[src/rtl/crb_pkg.sv]
// Package for the display timing register bank
package crb_pkg;
  localparam int CRB_REG_COUNT = 24;
  localparam logic [4:0] CRB_IDX_HTOTAL = 5'h00;
  localparam logic [4:0] CRB_IDX_HDISP = 5'h01;
  localparam logic [4:0] CRB_IDX_HSYNC = 5'h02;
  localparam logic [4:0] CRB_IDX_SYNCW = 5'h03;
  localparam logic [4:0] CRB_IDX_VTOTAL = 5'h04;
  localparam logic [4:0] CRB_IDX_VADJ = 5'h05;
  localparam logic [4:0] CRB_IDX_VDISP = 5'h06;
  localparam logic [4:0] CRB_IDX_VSYNC = 5'h07;
  localparam logic [4:0] CRB_IDX_MODE = 5'h08;
  localparam logic [4:0] CRB_IDX_LINES = 5'h09;
  localparam logic [4:0] CRB_IDX_CURS = 5'h0A;
  localparam logic [4:0] CRB_IDX_CURE = 5'h0B;
  localparam logic [4:0] CRB_IDX_ORG_H = 5'h0C;
  localparam logic [4:0] CRB_IDX_ORG_L = 5'h0D;
  localparam logic [4:0] CRB_IDX_CUR_H = 5'h0E;
  localparam logic [4:0] CRB_IDX_CUR_L = 5'h0F;
  localparam logic [4:0] CRB_IDX_PEN_H = 5'h10;
  localparam logic [4:0] CRB_IDX_PEN_L = 5'h11;
  localparam logic [4:0] CRB_IDX_SPLIT = 5'h12;
  localparam logic [4:0] CRB_IDX_LAST = 5'h17;
  localparam logic [7:0] CRB_RESET_VALUE = 8'h00;
  localparam logic [3:0] CRB_VSYNC_ZERO_LINES = 4'h0;
  localparam logic [4:0] CRB_VSYNC_MAX_LINES = 5'h10;
  localparam logic [8:0] CRB_ONE = 9'h001;
  localparam logic [5:0] CRB_TWO = 6'h02;
  localparam int CRB_SKEW_LSB = 4;
  localparam int CRB_CSKEW_LSB = 6;
  localparam int CRB_CMODE_LSB = 5;
  localparam int CRB_TOP_BIT = 7;
  localparam int CRB_LINES_W = 5;

  typedef enum logic [1:0] {
    CRB_RASTER_PLAIN = 2'h0,
    CRB_RASTER_PLAIN_ALT = 2'h1,
    CRB_RASTER_ILACE_SYNC = 2'h2,
    CRB_RASTER_ILACE_VIDEO = 2'h3
  } crb_raster_e;

  typedef enum logic [1:0] {
    CRB_CURSOR_STEADY = 2'h0,
    CRB_CURSOR_HIDDEN = 2'h1,
    CRB_CURSOR_BLINK16 = 2'h2,
    CRB_CURSOR_BLINK32 = 2'h3
  } crb_cursor_e;

  typedef struct packed {
    logic [8:0] h_period;
    logic [7:0] h_displayed;
    logic [8:0] h_sync_start;
    logic [3:0] hsync_width_bits;
    logic [4:0] vsync_lines;
    logic [8:0] v_rows;
    logic [8:0] v_sync_row;
    logic [5:0] row_line_count;
    crb_raster_e raster_mode;
    logic [1:0] visible_skew;
    logic [1:0] cursor_skew;
    crb_cursor_e cursor_mode;
    logic cursor_screen_select;
    logic dual_screen_select;
    logic [15:0] display_origin;
    logic [15:0] cursor_location;
  } crb_timing_s;
endpackage

[src/rtl/crb_timing_regs.sv]
// Indexed register bank of the display timing controller
//
// Notes on behaviour
// (RULE_01) Host writes index first, then accesses data
// (RULE_02) Write-only 5-bit index selects registers 0-23
// (RULE_03) Totals and sync positions hold count minus one
// (RULE_04) Row lines minus one, minus two interlace-video
// (RULE_05) Host keeps horizontal total odd when interlaced
// (RULE_06) Low nibble: hsync width in characters
// (RULE_07) High nibble: vsync lines, zero means sixteen
// (RULE_08) Mode bits 1:0 select raster mode
// (RULE_09) Mode bits 5:4 delay display enable
// (RULE_10) Mode bits 7:6 delay cursor display
// (RULE_11) Cursor start bits 6:5 select cursor mode
// (RULE_12) Cursor start bit 7 picks LCD screen
// (RULE_13) Split start bit 7 selects screen count
// (RULE_14) Horizontal period is total plus one
// (RULE_15) Host leaves nonzero retrace in LCD use
// (RULE_16) Suggested total is displayed plus skew
// (RULE_17) Displayed count per line, below total
// (RULE_18) Hsync starts at position plus one
// (RULE_19) Display origin pair is read/write
// (RULE_20) Cursor location pair is read/write
// (RULE_21) Pen capture pair is read-only
// (RULE_22) Index 24-31: no write, reads zero
// (RULE_23) Chip select high: ignored, bus undriven
`timescale 1ns/1ns
`default_nettype none
module crb_timing_regs
  import crb_pkg::*;
(
  input wire logic ref_clk,
  input wire logic rst_b,
  input wire logic chip_select_b,
  input wire logic register_select,
  input wire logic read_not_write,
  input wire logic bus_strobe,
  input wire logic [7:0] data_in,
  output logic [7:0] data_out,
  output logic data_oe_b,
  input wire logic [15:0] pen_capture,
  output crb_timing_s timing
);
  logic rst_meta_b;
  logic rst_sync_b;
  logic [4:0] register_index;
  logic [7:0] bank [CRB_REG_COUNT];
  logic [7:0] read_data;
  logic [7:0] pen_high;
  logic [7:0] pen_low;

  always_ff @(posedge ref_clk or negedge rst_b) begin
    if (!rst_b) begin
      rst_meta_b <= 1'b0;
      rst_sync_b <= 1'b0;
    end else begin
      rst_meta_b <= 1'b1;
      rst_sync_b <= rst_meta_b;
    end
  end

  wire selected = !chip_select_b; // [RULE_23]
  wire index_valid = register_index <= CRB_IDX_LAST; // [RULE_22]
  wire index_write = selected && bus_strobe && !register_select && !read_not_write; // [RULE_01]
  wire data_write = selected && bus_strobe && register_select && !read_not_write && index_valid;
  wire data_read = selected && register_select && read_not_write;
  wire pen_sel = register_index == CRB_IDX_PEN_H || register_index == CRB_IDX_PEN_L; // [RULE_21]
  wire readable = register_index >= CRB_IDX_ORG_H && register_index <= CRB_IDX_PEN_L;
  wire [7:0] next_data_out = (readable && index_valid)
                             ? (pen_sel ? (register_index == CRB_IDX_PEN_H ? pen_high : pen_low)
                                        : bank[register_index])
                             : CRB_RESET_VALUE; // [RULE_22]
  assign pen_high = pen_capture[15:8];
  assign pen_low = pen_capture[7:0];
  assign read_data = next_data_out;

  always_ff @(posedge ref_clk or negedge rst_sync_b) begin
    if (!rst_sync_b) begin
      register_index <= 5'h00;
    end else if (index_write) begin
      register_index <= data_in[4:0]; // [RULE_02]
    end
  end

  genvar gi;
  generate
    for (gi = 0; gi < CRB_REG_COUNT; gi++) begin : g_reg
      always_ff @(posedge ref_clk or negedge rst_sync_b) begin
        if (!rst_sync_b) begin
          bank[gi] <= CRB_RESET_VALUE;
        end else if (data_write && register_index == 5'(gi) && !pen_sel) begin
          bank[gi] <= data_in; // [RULE_19] [RULE_20]
        end
      end
    end
  endgenerate

  always_ff @(posedge ref_clk or negedge rst_sync_b) begin
    if (!rst_sync_b) begin
      data_out <= CRB_RESET_VALUE;
    end else begin
      data_out <= read_data;
    end
  end

  assign data_oe_b = !data_read; // [RULE_23]

  wire [5:0] lines_raw = {1'b0, bank[CRB_IDX_LINES][CRB_LINES_W-1:0]};
  wire [3:0] vw = bank[CRB_IDX_SYNCW][7:4];
  assign timing.h_period = {1'b0, bank[CRB_IDX_HTOTAL]} + CRB_ONE; // [RULE_03] [RULE_14]
  assign timing.h_displayed = bank[CRB_IDX_HDISP]; // [RULE_17]
  assign timing.h_sync_start = {1'b0, bank[CRB_IDX_HSYNC]} + CRB_ONE; // [RULE_18]
  assign timing.hsync_width_bits = bank[CRB_IDX_SYNCW][3:0]; // [RULE_06]
  assign timing.vsync_lines = (vw == CRB_VSYNC_ZERO_LINES) ? CRB_VSYNC_MAX_LINES
                              : {1'b0, vw}; // [RULE_07]
  assign timing.v_rows = {1'b0, bank[CRB_IDX_VTOTAL]} + CRB_ONE; // [RULE_03]
  assign timing.v_sync_row = {1'b0, bank[CRB_IDX_VSYNC]} + CRB_ONE; // [RULE_03]
  assign timing.raster_mode = crb_raster_e'(bank[CRB_IDX_MODE][1:0]); // [RULE_08]
  assign timing.row_line_count = (timing.raster_mode == CRB_RASTER_ILACE_VIDEO)
                                 ? lines_raw + CRB_TWO
                                 : lines_raw + CRB_ONE[5:0]; // [RULE_04]
  assign timing.visible_skew = bank[CRB_IDX_MODE][CRB_SKEW_LSB+1:CRB_SKEW_LSB]; // [RULE_09]
  assign timing.cursor_skew = bank[CRB_IDX_MODE][CRB_CSKEW_LSB+1:CRB_CSKEW_LSB]; // [RULE_10]
  assign timing.cursor_mode = crb_cursor_e'(bank[CRB_IDX_CURS][CRB_CMODE_LSB+1:CRB_CMODE_LSB]); // [RULE_11]
  assign timing.cursor_screen_select = bank[CRB_IDX_CURS][CRB_TOP_BIT]; // [RULE_12]
  assign timing.dual_screen_select = bank[CRB_IDX_SPLIT][CRB_TOP_BIT]; // [RULE_13]
  assign timing.display_origin = {bank[CRB_IDX_ORG_H], bank[CRB_IDX_ORG_L]}; // [RULE_19]
  assign timing.cursor_location = {bank[CRB_IDX_CUR_H], bank[CRB_IDX_CUR_L]}; // [RULE_20]

  // Assertions
  index_load_a: assert property (@(posedge ref_clk) disable iff (!rst_sync_b)
    index_write |=> register_index == $past(data_in[4:0])) // [RULE_02]
    else $error("index not loaded");
  bad_index_a: assert property (@(posedge ref_clk) disable iff (!rst_sync_b)
    (selected && register_select && !index_valid) |=> data_out == CRB_RESET_VALUE) // [RULE_22]
    else $error("unmapped index read not zero");
  deselect_undriven_a: assert property (@(posedge ref_clk) disable iff (!rst_sync_b)
    chip_select_b |-> data_oe_b) // [RULE_23]
    else $error("bus driven while deselected");
  deselect_hold_a: assert property (@(posedge ref_clk) disable iff (!rst_sync_b)
    chip_select_b |=> $stable(timing) && $stable(register_index)) // [RULE_23]
    else $error("state changed while deselected");
  htotal_plus_a: assert property (@(posedge ref_clk) disable iff (!rst_sync_b)
    timing.h_period == {1'b0, bank[CRB_IDX_HTOTAL]} + CRB_ONE) // [RULE_14]
    else $error("horizontal period wrong");
  vsync_zero_a: assert property (@(posedge ref_clk) disable iff (!rst_sync_b)
    (vw == CRB_VSYNC_ZERO_LINES) |-> timing.vsync_lines == CRB_VSYNC_MAX_LINES) // [RULE_07]
    else $error("vsync zero code not sixteen");
  origin_write_a: assert property (@(posedge ref_clk) disable iff (!rst_sync_b)
    (data_write && register_index == CRB_IDX_ORG_L) |=> timing.display_origin[7:0] == $past(data_in)) // [RULE_19]
    else $error("origin low not written");
  pen_readonly_a: assert property (@(posedge ref_clk) disable iff (!rst_sync_b)
    (data_read && register_index == CRB_IDX_PEN_H) |=> data_out == $past(pen_high)) // [RULE_21]
    else $error("pen high read wrong");
  ilace_lines_a: assert property (@(posedge ref_clk) disable iff (!rst_sync_b)
    timing.raster_mode == CRB_RASTER_ILACE_VIDEO |-> timing.row_line_count == lines_raw + CRB_TWO) // [RULE_04]
    else $error("row line count wrong");
endmodule // crb_timing_regs
`default_nettype wire

[config.mk]
export PLATFORM = sky130hd
export DESIGN_NAME = crb_timing_regs
export DESIGN_NICKNAME = d
export VERILOG_FILES = /design/src/rtl/crb_pkg.sv /design/src/rtl/crb_timing_regs.sv
export SDC_FILE = /design/constraint.sdc
export NUM_CORES = 1
export LEC_CHECK = 0
export BUFFER_PORTS_ARGS = -buffer_cell sky130_fd_sc_hd__buf_2
export CAP_MARGIN = 20
export CORE_MARGIN = 2
export CORE_UTILIZATION = 40
export CTS_BUF_LIST = sky130_fd_sc_hd__clkbuf_2 sky130_fd_sc_hd__clkbuf_4 sky130_fd_sc_hd__clkbuf_8
export DETAILED_ROUTE_END_ITERATION = 6
export PLACE_DENSITY = 0.74
export SLEW_MARGIN = 25
export SYNTH_ARGS = -nofsm -noshare
export SYNTH_HDL_FRONTEND = slang
export SYNTH_SLANG_ARGS = --single-unit
[constraint.sdc]
create_clock -name ref_clk -period 4.7 [get_ports ref_clk]
set_input_delay 0.47 -clock ref_clk [delete_from_list [all_inputs] [get_ports ref_clk]]
set_output_delay 0.47 -clock ref_clk [all_outputs]
set_load 0.02 [all_outputs]
==> results.yml <==
synth:
  yosysSeqAreaShare_pct: 48.4
  synthAdderAreaFrac_pct: 1.32
  yosys.cell_types.count: 43
  synth_mux_area_share_pct: 24.4
  ys_ff_latch: 110
  syn_inst: 447
  synth_fp_nets: 483
  synth_top_area_share_pct: 48.4
  synth_xor_area_share_pct: 4.31
  synth_top_family_by_area: "multiplexers"
  synth_compound_area_share_pct: 1.23
  syn_area_per_cell_um2: 12.7
  synthSimpleGateAreaFrac_pct: 9.97
  synth_top_area_cell: "dfrtp_1"
  synthTopCellsByArea: "dfrtp_1 48%, mux2_2 20%, buf_4 7.3%"
  syn-cell-area_mm2: 0.00568
  synth_warnings: 0
power_and_ir_drop:
  p_switching_uw: 818
  p_leak_nw: 3.37
  seq_power_share_pct: 49.1
  internal_power_mw: 1.67
  p_sw_share_pct: 32.9
  powerDensity_mw_per_mm2: 394
  comb_power_share_pct: 24.4
  power.total_mw: 2.49
  clockPowerShare_pct: 26.5
  peakVddDrop_uv: 186
global_route:
  grt_max_degree: 57
  antenna_found_initial: 0
  grt_overflow: 0
  grt_pass1_vias: 3404
  grtUsageTotal_pct: 16.6
  grt_pass1_wl_mm: 19.0
floorplanning:
  rows: 43
  die_y_um: 123
  boundaryPins: 140
  core_mm2: 0.0139
  start_util_pct: 41.0
  die_w_um: 123
  dieArea_mm2: 0.0152
clocking:
  clk_latency_ns: 0.37
  cts_buffer_depth: 2
  clk_pin_slew_ns: 0.11
  root_buffer: "clkbuf_8"
  cts_tree: "built"
  numCtsBuffers: 9
  postCtsSetupRepairBufs: 0
  clock_sinks: 110
  cts_max_level: 3
routing:
  num_vias: 3537
  drt-initial-drc-count: 136
  wire_per_inst_um: 17.8
  detail_route.vias_per_cell: 5.07
  drt-total-wl_mm: 12.4
  dr.pass1.iters: 4
  detail-route-antenna-nets: 0
  drc: 0
setup_path:
  reg2reg_from: "register_index[3]$_DFFE_PN0P_"
  rrSetupSlack_ns: 2.47
  required_ns: 4.96
  startpoint: "register_index[3]$_DFFE_PN0P_"
  crit_type: "reg2reg"
  path_max_fanout: 12
  startpoint_type: "flop"
  cp-end-kind: "flop"
  crit_path_end: "timing[4]$_DFFE_PN0P_"
  r2r-end: "timing[4]$_DFFE_PN0P_"
  cp.arrival_ns: 2.49
  r2r_cells: 3
timing:
  relSlewSlack_pct: 51.2
  fin_skew_ns: 0.0161
  worst_pin_slew_ns: 0.732
  finalCritPeriodShare_pct: 47.4
  final.min_clock_period_ns: 2.23
  tns_ns: 0
  drv_slew: 0
  timing.final.hold_violations: 0
  holdWs_ns: 0.359
  rsz0062_at_grt: "false"
  post-route-worst-setup-slack_ns: 2.47
  setup_viol: 0
  max_freq_ghz: 0.449
place:
  hpwl_mm: 8.90
  dp_slack_ns: 2.51
  routabilityCongestion: 0.857
  io_buffers: 139
finish:
  multi_input_area_mm2: 0.00235
  layout-drive-gt1-share_pct: 55.2
  antennaDiodeCount: 0
  final.fill_count: 1274
  seq_area_mm2: 0.00276
  areaGrowthSynthToFinish_pct: 11.0
  fin_nets: 549
outcome:
  outcome: "completed"
worst_hold_path:
  hp-class: "reg2reg"
flow_run:
  cap_viol_max_count: 0
-- cells in the final DEF (no fill, tap or decap), types with 6 or more instances in the layout --
cell type and instances:
and3_1 8, buf_2 139, clkbuf_8 11, dfrtp_1 109
ha_1 6, mux2_2 100, mux2i_1 8, mux4_2 8
nand2_1 19, nand3_1 8, nand3_2 7, nor2_1 7
o21ai_0 10, xnor2_1 20, xor2_1 8
-- synthesized netlist by cell type, drive strengths merged --
cell type and instances:
nand3b 3, inv 4, mux2 100, a21boi 1, and4b 1, dfrtp 110, nand4bb 1, o21ai 10
nand4 7, nor2 8, ha 6, nand2b 1, nand2 19, buf 67, or3 1, and2 4
conb 1, nor4 2, xor2 8, a21oi 1, nor3 1, and3 8, xnor2 20, nor4b 1
mux2i 8, and4bb 1, nor2b 3, nand3 15, nor3b 2, and3b 1, mux4 8, o211ai 1
clkbuf 21, and4 2
-- worst max-delay path, stage by stage (launching register included) --
cell and delay [ns]:
dfrtp_1 0.64, and3b_1 0.60, and3_1 0.50, mux2_2 0.38
-- timing repair --
| item | 4_1_cts | 5_1_grt |
|---|---|---|
| endpoints found under the hold margin | 2 | 0 |
| hold buffers | 1 | 0 |
| resized for setup | 0 | 0 |
-- layer usage --
layer	up-vias	global-route usage, %	wire length, um
met1	1814	23.0	5550
met3	13	3.18	611
met2	91	26.4	6050
met4	0	4.97	191
met5	-	0	0
li1	1619	-	-
-- flip-flops by register name (all words and copies together) (netlist names) --
name            flops
bank               41
data_out            8
rst_sync_b          1
rst_meta_b          1
timing             54
register_index      5
-- cell families after synthesis --
logic type / after synthesis
buffers and inverters: 92
other: 1
AO/OA/AOI/OAI: 13
multiplexers: 116
AND/OR/NAND/NOR: 81
adder cells (fa/ha/maj): 6
flip-flops: 110
XOR/XNOR: 28
-- cell type report --
cell class	count	share of cell area, %
multi-input cells	245	37.2
clock buffers	11	2.40
well taps	180	3.57
flip-flops and latches	110	43.7
repair buffers	143	11.5
inverters	4	0.238
clock inverters	5	1.39
-- power groups by stage --
stage	registers [mW]	logic [mW]	clock network, mW
floorplan	1.18	0.536	0
global placement	1.23	0.600	0
detailed placement	1.24	0.612	0
CTS	1.22	0.614	0.678
global route	1.25	0.651	0.724
finish	1.22	0.606	0.659
-- worst min path at each step --
stage / from / endpoint / slack, ns / cells after the start
6_report: rst_meta_b$_DFF_PN0_ / rst_sync_b$_DFF_PN0_ / 0.36 / 0
5_1_grt: pen_capture[4] / data_out[4]$_DFF_PN0_ / 0.38 / 3
4_1_cts: rst_meta_b$_DFF_PN0_ / rst_sync_b$_DFF_PN0_ / 0.36 / 0
3_5_place_dp: rst_b / rst_meta_b$_DFF_PN0_ / 0.26 / 1
3_3_place_gp: rst_b / rst_meta_b$_DFF_PN0_ / 0.26 / 1
2_1_floorplan: rst_b / rst_meta_b$_DFF_PN0_ / 0.17 / 0
-- per-stage QoR --
step | util, % | cell area [um^2] | cells
after global routing | 45.5 | 6310 | 698
after CTS | 45.5 | 6310 | 698
after detailed placement | 43.7 | 6060 | 681
final | 45.5 | 6310 | 698
after floorplan | - | 5680 | 447
after global placement | 43.7 | 6060 | 681
Note: power is estimated with default switching activity, not from simulation.
